File: config.mk
export PLATFORM = sky130hd
export DESIGN_NAME = lovs_top
export DESIGN_NICKNAME = d
export VERILOG_FILES = /design/src/hdl/lovs_pkg.sv /design/src/hdl/lovs_top.sv /design/src/hdl/lovs_sync.sv
export VERILOG_INCLUDE_DIRS = /design/src /design/src/hdl
export SDC_FILE = /design/constraint.sdc
export NUM_CORES = 1
export LEC_CHECK = 0
export ABC_CLOCK_PERIOD_IN_PS = 2800
export BUFFER_PORTS_ARGS = -buffer_cell sky130_fd_sc_hd__buf_2
export CAP_MARGIN = 20
export CORE_ASPECT_RATIO = 0.5
export CORE_UTILIZATION = 56
export CTS_BUF_LIST = sky130_fd_sc_hd__clkbuf_2
export DETAILED_ROUTE_END_ITERATION = 6
export GPL_ROUTABILITY_DRIVEN = 0
export HOLD_SLACK_MARGIN = 0.02
export PLACE_DENSITY = 0.83
export SYNTH_ARGS = -nofsm -noshare
export SYNTH_HDL_FRONTEND = slang
export SYNTH_SLANG_ARGS = --single-unit
File: constraint.sdc
create_clock -name pclk -period 2.8 [get_ports pclk]
set_input_delay 0.28 -clock pclk [delete_from_list [all_inputs] [get_ports pclk]]
set_output_delay 0.28 -clock pclk [all_outputs]
set_load 0.02 [all_outputs]
File: src/hdl/lovs_params.svh
// constants for the led overvoltage start-up supervisor
`ifndef LOVS_PARAMS_SVH
`define LOVS_PARAMS_SVH

`define LOVS_CLK_MHZ          125
`define LOVS_HOLD_US          5000
`define LOVS_RECOV_US         5000
`define LOVS_HOLD_CYCLES      (`LOVS_HOLD_US * `LOVS_CLK_MHZ)
`define LOVS_RECOV_CYCLES     (`LOVS_RECOV_US * `LOVS_CLK_MHZ)
`define LOVS_CNT_W            20
`define LOVS_SYNC_W           8

`define LOVS_OFF_CTRL         8'h00
`define LOVS_OFF_SR1          8'h04
`define LOVS_OFF_GSB          8'h08
`define LOVS_OFF_IRQ_STAT     8'h0C
`define LOVS_OFF_IRQ_MASK     8'h10
`define LOVS_OFF_STATE        8'h14

`define LOVS_CTRL_DITHER_BIT  0
`define LOVS_SR1_OV_BIT       18
`define LOVS_GSB_OV_BIT       7
`define LOVS_IRQ_W            3
`define LOVS_IRQ_OV_BIT       0
`define LOVS_IRQ_REC_BIT      1
`define LOVS_IRQ_BATT_BIT     2

`define LOVS_CTRL_RST         1'b0
`define LOVS_IRQ_MASK_RST     3'h0

`endif

File: src/hdl/lovs_pkg.sv
// types of the led overvoltage start-up supervisor
`include "lovs_params.svh"
package lovs_pkg;

  typedef enum logic [2:0]
  {
    ST_OFF,
    ST_HOLD,
    ST_WAIT_DIM,
    ST_RECOV,
    ST_RUN
  } lovs_state_e;

  typedef logic [`LOVS_CNT_W-1:0] lovs_cnt_t;

  typedef struct packed
  {
    lovs_state_e                st;
    lovs_cnt_t                  hold_cnt;
    lovs_cnt_t                  rec_cnt;
    logic                       dim_d;
    logic                       batt_d;
    logic                       rec_flag;
    logic                       rec_ov_seen;
    logic                       ov_latched;
    logic                       discharge;
    logic                       ctrl_dither;
    logic [`LOVS_IRQ_W-1:0]     irq_mask;
    logic [`LOVS_IRQ_W-1:0]     irq_stat;
    logic [31:0]                prdata;
    logic                       pslverr;
    logic                       gate_main;
    logic                       gate_dim;
    logic                       standby;
    logic                       dither;
  } lovs_regs_s;

  typedef struct packed
  {
    logic [`LOVS_SYNC_W-1:0]    meta;
    logic [`LOVS_SYNC_W-1:0]    sync;
  } lovs_sync_s;

endpackage

File: src/hdl/lovs_top.sv
// led overvoltage start-up supervisor with apb registers
// What this block does
// - standby while enable low, run while high
// - standalone dither off, on if sdi high
// - recovery flag held while supply low
// - converter stopped during start-up hold window
// - flag cleared at clean recovery window end
// - later overvoltage latched until status read-clear
// - overvoltage in window: discharge, then release
// - late dimming rise starts the recovery window
// - run overvoltage: latch, discharge, stop converter
// - battery overvoltage masks led overvoltage handling
// - battery overvoltage end then latch, discharge
// - recovery time accumulates across dimming pulses
// - trip level forces both gate drives off
// - overvoltage shown in status bits 7, 18
//
// The implementer's own choices: the placing of the registers and register access over APB.
`timescale 1ns/1ps
`default_nettype none
`include "lovs_params.svh"
module lovs_top
  import lovs_pkg::*;
#(
  parameter int unsigned HOLD_CYCLES  = `LOVS_HOLD_CYCLES,
  parameter int unsigned RECOV_CYCLES = `LOVS_RECOV_CYCLES
)
(
  input  wire logic        pclk,
  input  wire logic        presetn,
  input  wire logic        psel,
  input  wire logic        penable,
  input  wire logic        pwrite,
  input  wire logic [7:0]  paddr,
  input  wire logic [31:0] pwdata,
  output logic      [31:0] prdata,
  output logic             pready,
  output logic             pslverr,
  input  wire logic        enable_pin,
  input  wire logic        sdi_pin,
  input  wire logic        standalone_mode,
  input  wire logic        supply_above_min,
  input  wire logic        dim_in,
  input  wire logic        led_ov_trip,
  input  wire logic        led_below_release,
  input  wire logic        batt_ov,
  output logic             standby,
  output logic             gate_drive_main,
  output logic             gate_drive_dimming,
  output logic             discharge_en,
  output logic             ov_recovery_flag,
  output logic             dither_en,
  output logic             irq
);
  import lovs_pkg::*;

  localparam lovs_cnt_t HOLD_LAST  = lovs_cnt_t'(HOLD_CYCLES - 1);
  localparam lovs_cnt_t RECOV_LAST = lovs_cnt_t'(RECOV_CYCLES - 1);

  lovs_regs_s              r_reg;
  lovs_regs_s              r_next;
  logic [`LOVS_SYNC_W-1:0] pins_sync;
  logic                    en_s;
  logic                    sdi_s;
  logic                    alone_s;
  logic                    sup_s;
  logic                    dim_s;
  logic                    trip_s;
  logic                    rel_s;
  logic                    batt_s;
  logic                    alive;
  logic                    ev_ov;
  logic                    win_done;
  logic                    run;
  logic                    setup_ph;
  logic                    wr_acc;
  logic                    rd_sr1;
  logic                    mapped;
  logic [31:0]             rd_val;
  logic [`LOVS_IRQ_W-1:0]  irq_ev;
  logic [`LOVS_IRQ_W-1:0]  w1c;

  lovs_sync u_sync
  (
    .pclk      (pclk),
    .presetn   (presetn),
    .pins_in   ({enable_pin, sdi_pin, standalone_mode, supply_above_min,
                 dim_in, led_ov_trip, led_below_release, batt_ov}),
    .pins_sync (pins_sync)
  );

  assign {en_s, sdi_s, alone_s, sup_s, dim_s, trip_s, rel_s, batt_s} = pins_sync;
  assign alive    = sup_s && en_s;
  assign ev_ov    = trip_s && !batt_s;
  assign win_done = (r_reg.rec_cnt == RECOV_LAST);
  assign setup_ph = psel && !penable;
  assign wr_acc   = psel && penable && pwrite;
  assign rd_sr1   = psel && penable && !pwrite && (paddr == `LOVS_OFF_SR1);

  always_comb
  begin
    mapped = 1'b1;
    rd_val = 32'h0000_0000;
    case (paddr)
      `LOVS_OFF_CTRL:     rd_val[`LOVS_CTRL_DITHER_BIT] = r_reg.ctrl_dither;
      `LOVS_OFF_SR1:      rd_val[`LOVS_SR1_OV_BIT] = r_reg.ov_latched;
      `LOVS_OFF_GSB:      rd_val[`LOVS_GSB_OV_BIT] = r_reg.ov_latched;
      `LOVS_OFF_IRQ_STAT: rd_val[`LOVS_IRQ_W-1:0] = r_reg.irq_stat;
      `LOVS_OFF_IRQ_MASK: rd_val[`LOVS_IRQ_W-1:0] = r_reg.irq_mask;
      `LOVS_OFF_STATE:    rd_val[7:0] = {r_reg.discharge, r_reg.rec_ov_seen,
                                         r_reg.rec_flag, 2'h0, r_reg.st};
      default:            mapped = 1'b0;
    endcase
  end

  always_comb
  begin
    r_next = r_reg;
    irq_ev = '0;
    w1c    = '0;
    r_next.dim_d  = dim_s;
    r_next.batt_d = batt_s;

    // discharge ends once the led voltage is under the release level
    if (r_reg.discharge && rel_s && !ev_ov)
      r_next.discharge = 1'b0;

    case (r_reg.st)
      ST_OFF:
      begin
        if (alive)
          r_next.st = ST_HOLD;
      end
      ST_HOLD:
      begin
        r_next.hold_cnt = r_reg.hold_cnt + lovs_cnt_t'(1);
        if (r_reg.hold_cnt == HOLD_LAST)
          r_next.st = dim_s ? ST_RECOV : ST_WAIT_DIM;
      end
      ST_WAIT_DIM:
      begin
        if (dim_s && !r_reg.dim_d)
          r_next.st = ST_RECOV;
      end
      ST_RECOV:
      begin
        // time with dimming high and no discharge counts, so short pulses add up
        if (dim_s && !r_reg.discharge && !win_done)
          r_next.rec_cnt = r_reg.rec_cnt + lovs_cnt_t'(1);
        if (ev_ov)
        begin
          r_next.rec_ov_seen = 1'b1;
          r_next.discharge   = 1'b1;
        end
        else if (win_done && (!r_reg.rec_ov_seen || !r_reg.discharge))
        begin
          r_next.rec_flag    = 1'b0;
          r_next.rec_ov_seen = 1'b0;
          r_next.st          = ST_RUN;
          irq_ev[`LOVS_IRQ_REC_BIT] = 1'b1;
        end
      end
      ST_RUN:
      begin
        if (ev_ov)
        begin
          r_next.ov_latched = 1'b1;
          r_next.discharge  = 1'b1;
        end
      end
      default:
        r_next.st = ST_OFF;
    endcase

    // read-and-clear of the first status register; a new event wins
    if (rd_sr1 && !(r_reg.st == ST_RUN && ev_ov))
      r_next.ov_latched = 1'b0;

    // supply undervoltage or standby behaves as an internal reset
    if (!alive)
    begin
      r_next.st          = ST_OFF;
      r_next.hold_cnt    = '0;
      r_next.rec_cnt     = '0;
      r_next.rec_flag    = 1'b1;
      r_next.rec_ov_seen = 1'b0;
      r_next.ov_latched  = 1'b0;
      r_next.discharge   = 1'b0;
    end

    irq_ev[`LOVS_IRQ_OV_BIT]   = r_next.discharge && !r_reg.discharge;
    irq_ev[`LOVS_IRQ_BATT_BIT] = batt_s && !r_reg.batt_d;

    // apb register writes and read data capture
    if (wr_acc && paddr == `LOVS_OFF_CTRL)
      r_next.ctrl_dither = pwdata[`LOVS_CTRL_DITHER_BIT];
    if (wr_acc && paddr == `LOVS_OFF_IRQ_MASK)
      r_next.irq_mask = pwdata[`LOVS_IRQ_W-1:0];
    if (wr_acc && paddr == `LOVS_OFF_IRQ_STAT)
      w1c = pwdata[`LOVS_IRQ_W-1:0];
    r_next.irq_stat = (r_reg.irq_stat & ~w1c) | irq_ev;
    if (setup_ph)
    begin
      r_next.prdata  = rd_val;
      r_next.pslverr = !mapped;
    end

    // gate drives registered; stop terms come straight from synced pins
    run = (r_reg.st == ST_RUN || r_reg.st == ST_RECOV) && dim_s && alive
          && !r_reg.ov_latched && !r_reg.discharge
          && !trip_s && !batt_s;
    r_next.gate_main = run;
    r_next.gate_dim  = run;
    r_next.standby   = !en_s;
    r_next.dither    = alone_s ? sdi_s : r_reg.ctrl_dither;
  end

  always_ff @(posedge pclk or negedge presetn)
  begin
    if (!presetn)
    begin
      r_reg             <= '0;
      r_reg.st          <= ST_OFF;
      r_reg.rec_flag    <= 1'b1;
      r_reg.standby     <= 1'b1;
      r_reg.ctrl_dither <= `LOVS_CTRL_RST;
      r_reg.irq_mask    <= `LOVS_IRQ_MASK_RST;
    end
    else
      r_reg <= r_next;
  end

  assign pready             = 1'b1;
  assign prdata             = r_reg.prdata;
  assign pslverr            = r_reg.pslverr && psel && penable;
  assign standby            = r_reg.standby;
  assign gate_drive_main    = r_reg.gate_main;
  assign gate_drive_dimming = r_reg.gate_dim;
  assign discharge_en       = r_reg.discharge;
  assign ov_recovery_flag   = r_reg.rec_flag;
  assign dither_en          = r_reg.dither;
  assign irq                = |(r_reg.irq_stat & r_reg.irq_mask);

  property p_standby;
    @(posedge pclk) disable iff (!presetn)
    !en_s |=> standby && !gate_drive_main;
  endproperty
  a_standby: assert property (p_standby) else $error("standby not entered");

  property p_dither;
    @(posedge pclk) disable iff (!presetn)
    alone_s |=> dither_en == $past(sdi_s);
  endproperty
  a_dither: assert property (p_dither) else $error("dither strap ignored");

  property p_rec_low_supply;
    @(posedge pclk) disable iff (!presetn)
    !sup_s |=> ov_recovery_flag && r_reg.rec_cnt == '0 && r_reg.hold_cnt == '0;
  endproperty
  a_rec_low_supply: assert property (p_rec_low_supply) else $error("supply low state");

  property p_hold_stop;
    @(posedge pclk) disable iff (!presetn)
    r_reg.st == ST_HOLD |=> !gate_drive_main && !gate_drive_dimming;
  endproperty
  a_hold_stop: assert property (p_hold_stop) else $error("gate on in hold");

  property p_clean_window;
    @(posedge pclk) disable iff (!presetn)
    r_reg.st == ST_RECOV && win_done && !r_reg.rec_ov_seen && alive && !ev_ov
      |=> !ov_recovery_flag && r_reg.st == ST_RUN;
  endproperty
  a_clean_window: assert property (p_clean_window) else $error("flag not cleared");

  property p_latched_stop;
    @(posedge pclk) disable iff (!presetn)
    r_reg.ov_latched |=> !gate_drive_main;
  endproperty
  a_latched_stop: assert property (p_latched_stop) else $error("gate on while latched");

  property p_release;
    @(posedge pclk) disable iff (!presetn)
    discharge_en && rel_s && !ev_ov |=> !discharge_en;
  endproperty
  a_release: assert property (p_release) else $error("discharge not released");

  property p_late_dim;
    @(posedge pclk) disable iff (!presetn)
    r_reg.st == ST_WAIT_DIM && dim_s && !r_reg.dim_d && alive |=> r_reg.st == ST_RECOV;
  endproperty
  a_late_dim: assert property (p_late_dim) else $error("late dim rise missed");

  property p_run_ov;
    @(posedge pclk) disable iff (!presetn)
    r_reg.st == ST_RUN && ev_ov && alive |=> r_reg.ov_latched && discharge_en;
  endproperty
  a_run_ov: assert property (p_run_ov) else $error("overvoltage not latched");

  property p_batt_mask;
    @(posedge pclk) disable iff (!presetn)
    batt_s && !r_reg.ov_latched |=> !r_reg.ov_latched;
  endproperty
  a_batt_mask: assert property (p_batt_mask) else $error("latched under batt ov");

  property p_batt_end;
    @(posedge pclk) disable iff (!presetn)
    r_reg.st == ST_RUN && r_reg.batt_d && !batt_s && trip_s && alive |=> r_reg.ov_latched;
  endproperty
  a_batt_end: assert property (p_batt_end) else $error("no latch after batt ov");

  property p_accumulate;
    @(posedge pclk) disable iff (!presetn)
    r_reg.st == ST_RECOV && dim_s && !r_reg.discharge && !win_done && alive
      |=> r_reg.rec_cnt == $past(r_reg.rec_cnt) + lovs_cnt_t'(1);
  endproperty
  a_accumulate: assert property (p_accumulate) else $error("recovery time lost");

  property p_trip_off;
    @(posedge pclk) disable iff (!presetn)
    trip_s |=> !gate_drive_main && !gate_drive_dimming;
  endproperty
  a_trip_off: assert property (p_trip_off) else $error("gate on at trip");

endmodule
`default_nettype wire

File: src/hdl/lovs_sync.sv
// two-flop synchroniser for the pin inputs
`timescale 1ns/1ps
`default_nettype none
`include "lovs_params.svh"
module lovs_sync
  import lovs_pkg::*;
(
  input  wire logic                    pclk,
  input  wire logic                    presetn,
  input  wire logic [`LOVS_SYNC_W-1:0] pins_in,
  output logic      [`LOVS_SYNC_W-1:0] pins_sync
);
  import lovs_pkg::*;

  lovs_sync_s r_reg;
  lovs_sync_s r_next;

  // first stage feeds only the second stage
  always_comb
  begin
    r_next      = r_reg;
    r_next.meta = pins_in;
    r_next.sync = r_reg.meta;
  end

  always_ff @(posedge pclk or negedge presetn)
  begin
    if (!presetn)
      r_reg <= '0;
    else
      r_reg <= r_next;
  end

  assign pins_sync = r_reg.sync;

endmodule
`default_nettype wire

==> flow_summary.json, run 1 <==
{
  "track_usage_pct": 22.5,
  "ys_warn_count": 0,
  "diodes": 0,
  "synth_area_mm2": 0.00407,
  "drc": 0,
  "antenna_found_initial": 0,
  "min_path_cells": 3,
  "grt_pass1_vias": 2881,
  "holdPathEnd": "prdata[6]",
  "synthCells": 411,
  "setup_violations": 0,
  "leakage_uw": 0.00200,
  "clock_skew_ns": 0.0490,
  "seq_area_frac_synth_pct": 51.1,
  "met1_length_um": 3490,
  "path_clk_slew_ns": 0.26,
  "drtIter0Drc": 340,
  "drv_cap": 0,
  "r2r_start": "r_reg[91]",
  "placed_area_mm2": 0.00418,
  "period_share_pct": 79.2,
  "final_common_cell": "dfrtp_1",
  "drive_gt1_share_pct": 16.3,
  "cts_tree": "done",
  "clk_path_buf_depth": 2,
  "cts_sinks": 83,
  "setup-tns-final_ns": 0,
  "htreeDepth": 3,
  "cts_resized": 0,
  "synth-seq-cells": 83,
  "hold_viol": 0,
  "core_mm2": 0.00686,
  "crit_arrival_ns": 2.63,
  "vias": 3128,
  "drv_slew": 0,
  "grt_start_max_net_pins": 84,
  "fin_nets": 510,
  "r2r_setup_slack_ns": 0.58,
  "vdd_drop_max_mv": 0.205,
  "synth_cell_types": 52,
  "largest_register_ffs": 55,
  "fillers": 501,
  "synth_edf_count": 0,
  "highest_layer": "met4",
  "fin_crit_ns": 2.22,
  "fmax_mhz": 451,
  "start_util_pct": 59.3,
  "routedWlPerCell_um": 14.7,
  "rsz0062_at_grt": "false",
  "die_w_um": 123,
  "wl_met2_um": 3890,
  "synthFlopType": "dfrtp_1",
  "post_cts_buffers": 0,
  "hold-worst-slack_ns": 0.0632,
  "path_class": "reg2reg",
  "design_area_mm2": 0.00450,
  "worstMarginPinSlew_ns": 0.583,
  "clkLatencyLatePin_ns": 0.55,
  "post-route-util_pct": 65.6,
  "dr.pass1.iters": 5,
  "holdCritPathClass": "in2reg",
  "cts-root-buf": "clkbuf_2",
  "worstSetupStartpointType": "flip-flop",
  "synthToLayoutAreaGrowth_pct": 10.7,
  "grt_overflow": 0,
  "rows": 21,
  "worstPathRequired_ns": 3.21,
  "cp_max_fo": 10,
  "async_flop_share_pct": 100,
  "r2r_cells": 5,
  "numPortBuffers": 38,
  "cp-end-kind": "flip-flop",
  "wl_um": 8120,
  "cts_made_buffers": 9,
  "status": "finished, final reports clean",
  "finalWorstSetupSlack_ns": 0.583,
  "ant_nets": 0,
  "layout_common_cells": "dfrtp_1 (81), nor2_1 (47), nand2_1 (39)",
  "dp_slack_ns": 0.473,
  "hold_path_startpoint": "paddr[2]",
  "wl_met3_um": 566,
  "powerDensity_mw_per_mm2": 486,
  "grt_pass1_wl_um": 13300,
  "post-dp-hpwl_um": 5300,
  "ios": 94,
  "avgSynthCellArea_um2": 9.89,
  "r2r_end": "r_reg[82]",
  "viasPerCell": 5.67,
  "relSlewSlack_pct": 60.8,
  "die_area_mm2": 0.00763,
  "die_h_um": 62.3
}
## how the worst max path moves through the flow
| stage | endpoint | start | depth (start not counted) | slack [ns] |
|---|---|---|---|---|
| global route | r_reg[86] | r_reg[91] | 5 | 0.52 |
| finish | r_reg[82] | r_reg[91] | 5 | 0.58 |
| CTS | r_reg[60] | r_reg[62] | 5 | 0.39 |
| detailed placement | r_reg[60] | r_reg[62] | 5 | 0.47 |
| global placement | r_reg[60] | r_reg[62] | 5 | 0.51 |
| floorplan | r_reg[40] | paddr[7] | 5 | 0.67 |
## synthesized netlist by cell type, types with 2 or more instances
master | number | area (um^2)
a21o_1 | 2 | 15.0
a21oi_1 | 15 | 75.1
a22oi_1 | 2 | 15.0
and3_1 | 8 | 50.1
and4_1 | 2 | 17.5
buf_4 | 34 | 255
clkbuf_1 | 11 | 41.3
conb_1 | 2 | 7.51
dfrtp_1 | 81 | 2030
dfstp_2 | 2 | 52.6
ha_1 | 2 | 25.0
inv_1 | 10 | 37.5
mux2_2 | 5 | 56.3
mux2_4 | 3 | 45.0
nand2_1 | 39 | 146
nand2b_1 | 4 | 25.0
nand3_1 | 21 | 105
nand3b_1 | 2 | 15.0
nand4_1 | 14 | 87.6
nand4b_1 | 2 | 17.5
nor2_1 | 47 | 176
nor3_1 | 5 | 25.0
nor3b_1 | 3 | 22.5
nor4_1 | 9 | 56.3
nor4b_1 | 5 | 43.8
o211ai_1 | 2 | 15.0
o21ai_0 | 11 | 55.1
o31ai_1 | 6 | 45.0
or2_2 | 2 | 12.5
or3_1 | 5 | 31.3
or4_1 | 6 | 45.0
xnor2_1 | 7 | 61.3
xor2_1 | 23 | 201
## timing repair
| action | in CTS | in global routing |
|---|---|---|
| setup endpoints to repair | 0 | 0 |
| endpoints found under the hold margin | 96 | 0 |
| hold buffers | 12 | 0 |
## area by class of cell
class	count	area [um^2]	share of cell area (%)
Clock buffer	10	50.0	1.11
Clock inverter	6	114	2.53
Inverter	10	37.5	0.834
Multi-Input combinational cell	295	1730	38.4
Sequential cell	83	2080	46.2
Tap cell	92	115	2.56
Timing Repair Buffer	56	378	8.40
## per-layer routing
metal | up-vias | track usage, %
met3 | 20 | 5.15
met4 | 0 | 10.5
li1 | 1461 | -
met1 | 1489 | 28.9
met5 | - | 0
met2 | 158 | 36.2
## worst max-delay path, stage by stage, from the launching register on
cell,delay (ns)
dfrtp_1,0.53
or3b_2,0.57
nor4_2,0.59
nand3_1,0.16
xor2_1,0.18
nor2_1,0.06
## cell families after synthesis
family	after synthesis	synth area share, %
other cells	2	0.185
flops	83	51.1
xor+xnor	30	6.46
fa+ha+maj	2	0.615
simple gates	183	23.5
buf+inv	57	8.62
compound gates	45	6.77
mux	9	2.74
## power by group
part / internal [uW] / switching [uW] / total [uW] / leakage, uW
Clock: 393 / 416 / 809 / 0.0000940
Sequential: 1220 / 10.5 / 1230 / 0.00109
Combinational: 45.3 / 102 / 147 / 0.000817
Total: 1660 / 528 / 2190 / 0.00200
## stage by stage
stage / instances / power (uW)
after floorplan: 435 / 1350
after global placement: 522 / 1380
after detailed placement: 522 / 1380
after CTS: 550 / 2190
after global routing: 552 / 2260
final: 552 / 2190
Note: power is estimated with default switching activity, not from simulation.
==> run 2: changes to the inputs <==
Settings changed: ABC_AREA set to 1, ABC_CLOCK_PERIOD_IN_PS 2800 to 2100, CORE_UTILIZATION 56 to 57.
Clock period 2.8 ns to 2.1 ns, I/O delays scaled along.
==> run 2 against run 1 <==
Largest power group unchanged; sequential share of layout area shrank 4.6 points; critical path depth grew 3; highest routed layer unchanged; via count grew 27%; clock-buffer cell count shrank 1.
==> flow_summary.json, run 2 <==
{
  "status": "finished, final reports clean",
  "endpoint": "r_reg[66]",
  "clk_path_buf_depth": 2,
  "drv_cap": 0,
  "async_flop_share_pct": 100,
  "rows": 22,
  "htreeDepth": 3,
  "dr.pass1.iters": 5,
  "ys_warn_count": 0,
  "hold_viol": 0,
  "setup.worst_path.start": "r_reg[50]",
  "holdCritPathClass": "in2reg",
  "power_frac_comb_pct": 8.9,
  "switching_share_pct": 26.2,
  "synthToLayoutAreaGrowth_pct": 9.16,
  "grt_pass1_wl_um": 17000,
  "antenna_found_initial": 0,
  "r2r_start": "r_reg[50]",
  "die_h_um": 65.4,
  "p_int_uw": 2090,
  "wl_um": 9860,
  "period_share_pct": 88.1,
  "synth_top_area_share_pct": 44.3,
  "path_class": "reg2reg",
  "post-dp-hpwl_um": 7170,
  "worstPathRequired_ns": 2.62,
  "synth_commonest_cells": "nand2_1 (161), dfrtp_1 (81), nor2_1 (69)",
  "drv_slew": 0,
  "r2r_setup_slack_ns": 0.25,
  "synth_edf_count": 0,
  "largest_register_ffs": 55,
  "grt_pass1_vias": 3762,
  "routedWlPerCell_um": 12.9,
  "path_clk_slew_ns": 0.23,
  "die_area_mm2": 0.00842,
  "seq_area_frac_synth_pct": 45.4,
  "ios": 94,
  "fmax_mhz": 540,
  "diodes": 0,
  "cts_made_buffers": 9,
  "r2r_cells": 8,
  "pwr-share-clk_pct": 32.4,
  "cts-root-buf": "clkbuf_2",
  "avgSynthCellArea_um2": 7.62,
  "core_mm2": 0.00754,
  "synth-seq-cells": 83,
  "synth_area_mm2": 0.00458,
  "clock_skew_ns": 0.0325,
  "synthCells": 601,
  "setup-tns-final_ns": 0,
  "grt_start_max_net_pins": 38,
  "p_sw_uw": 741,
  "viasPerCell": 5.21,
  "relSlewSlack_pct": 59.1,
  "vdd_drop_max_mv": 0.258,
  "vias": 3988,
  "clkLatencyLatePin_ns": 0.55,
  "grt_overflow": 0,
  "post_cts_buffers": 0,
  "crit_arrival_ns": 2.37,
  "cts_tree": "done",
  "synth_cell_types": 41,
  "ant_nets": 0,
  "synthFlopType": "dfrtp_1",
  "die_w_um": 129,
  "numPortBuffers": 38,
  "fin_crit_ns": 1.85,
  "yosysMostFrequentCell": "nand2_1",
  "final_common_cell": "nand2_1",
  "worstMarginPinSlew_ns": 0.611,
  "cts_sinks": 83,
  "layout_common_cells": "nand2_1 (161), dfrtp_1 (81), nor2_1 (68)",
  "drive_gt1_share_pct": 13.1,
  "track_usage_pct": 26.2,
  "cp_max_fo": 5,
  "rsz0062_at_grt": "false",
  "r2r_end": "r_reg[66]",
  "leakage_uw": 0.00238,
  "powerDensity_mw_per_mm2": 567,
  "drtIter0Drc": 417,
  "cp-end-kind": "flip-flop",
  "setup_violations": 0,
  "drc": 0,
  "hold-worst-slack_ns": 0.0643,
  "synth_top_area_cell": "dfrtp_1",
  "pwr-share-seq_pct": 58.6,
  "start_util_pct": 60.7,
  "fin_nets": 708,
  "worstSetupStartpointType": "flip-flop",
  "synth_area_leaders": "dfrtp_1 (44%), nand2_1 (13%), nand3_1 (5.7%)"
}
==> run 2: cell count changes after synthesis, moves of 6 or more <==
| cell | change |
|---|---|
| xor2_1 | -13 |
| nor4_1 | -9 |
| or4_1 | -6 |
| and3_1 | -8 |
| nand2_1 | +122 |
| o31ai_1 | -6 |
| clkbuf_1 | -8 |
| nand3_1 | +31 |
| nor2_1 | +22 |
| o21ai_0 | +22 |
| xnor2_1 | -6 |
| inv_1 | +55 |
==> run 2: cell families after synthesis <==
family                     share of synthesized area [%]
and+or+nand+nor                                     31.2
DFF                                                 45.4
AOI/OAI and AO/OA                                   7.65
other                                              0.164
muxes                                              0.246
adders and majority gates                          0.547
xor gates and xnor gates                            2.10
buffers and inverters                               12.6
==> run 2: power by group through the flow <==
| stage | registers (uW) | clock network, uW | logic, uW |
|---|---|---|---|
| after floorplan | 1680 | 0 | 186 |
| after global placement | 1680 | 0 | 228 |
| after detailed placement | 1690 | 0 | 234 |
| after CTS | 1660 | 944 | 253 |
| after global routing | 1670 | 1010 | 285 |
| final | 1660 | 918 | 253 |
==> run 2: worst min-delay path by stage <==
stage,cells after the start,to,slack [ns],start
finish,6,prdata[7],0.06,paddr[0]
global route,4,prdata[1],0.04,penable
CTS,4,prdata[18],0.02,penable
detailed placement,1,u_sync.r_next[7],0.19,presetn
global placement,1,u_sync.r_next[7],0.19,presetn
floorplan,0,discharge_en,-0.09,presetn
==> run 2: cell type report <==
cell class | count | area (um^2)
tap | 108 | 135
timing repair buffer | 58 | 375
inverter | 70 | 268
clock inverter | 6 | 81.3
sequential | 83 | 2080
multi-input combinational | 431 | 2010
fill | 633 | 2540
clock buffer | 9 | 45.0
==> run 2: worst max-delay path, stage by stage, from the launching register on <==
cell,delay (ns)
dfrtp_1,0.48
ha_1,0.29
nand3_1,0.17
nor2_2,0.19
nand2_1,0.16
nor2_1,0.18
xor2_1,0.19
nand3_1,0.09
nand2_1,0.06
==> run 2: through the flow <==
stage	setup WS, ns	total power [uW]	instances	util [%]	area (um^2)
3_3_place_gp	0.361	1910	737	62.8	4740
2_1_floorplan	0.568	1870	625	-	4670
5_1_grt	0.0567	2960	765	66.3	5000
3_5_place_dp	0.289	1920	737	62.8	4740
4_1_cts	0.243	2860	765	66.2	4990
6_report	0.249	2830	765	66.3	5000
==> run 2: routing by layer <==
metal	wire length, um	GRT usage (%)	vias to the layer above
li1	-	-	1974
met1	4670	35.1	1847
met2	4400	42.8	158
met3	715	6.84	9
met4	73	6.18	0
met5	0	0	-
==> run 2: what timing repair did <==
| item | in CTS | in global routing |
|---|---|---|
| endpoints found under the hold margin | 100 | 0 |
| gates resized for setup | 0 | 1 |
| hold buffers | 13 | 0 |
| endpoints found under the setup margin | 0 | 1 |
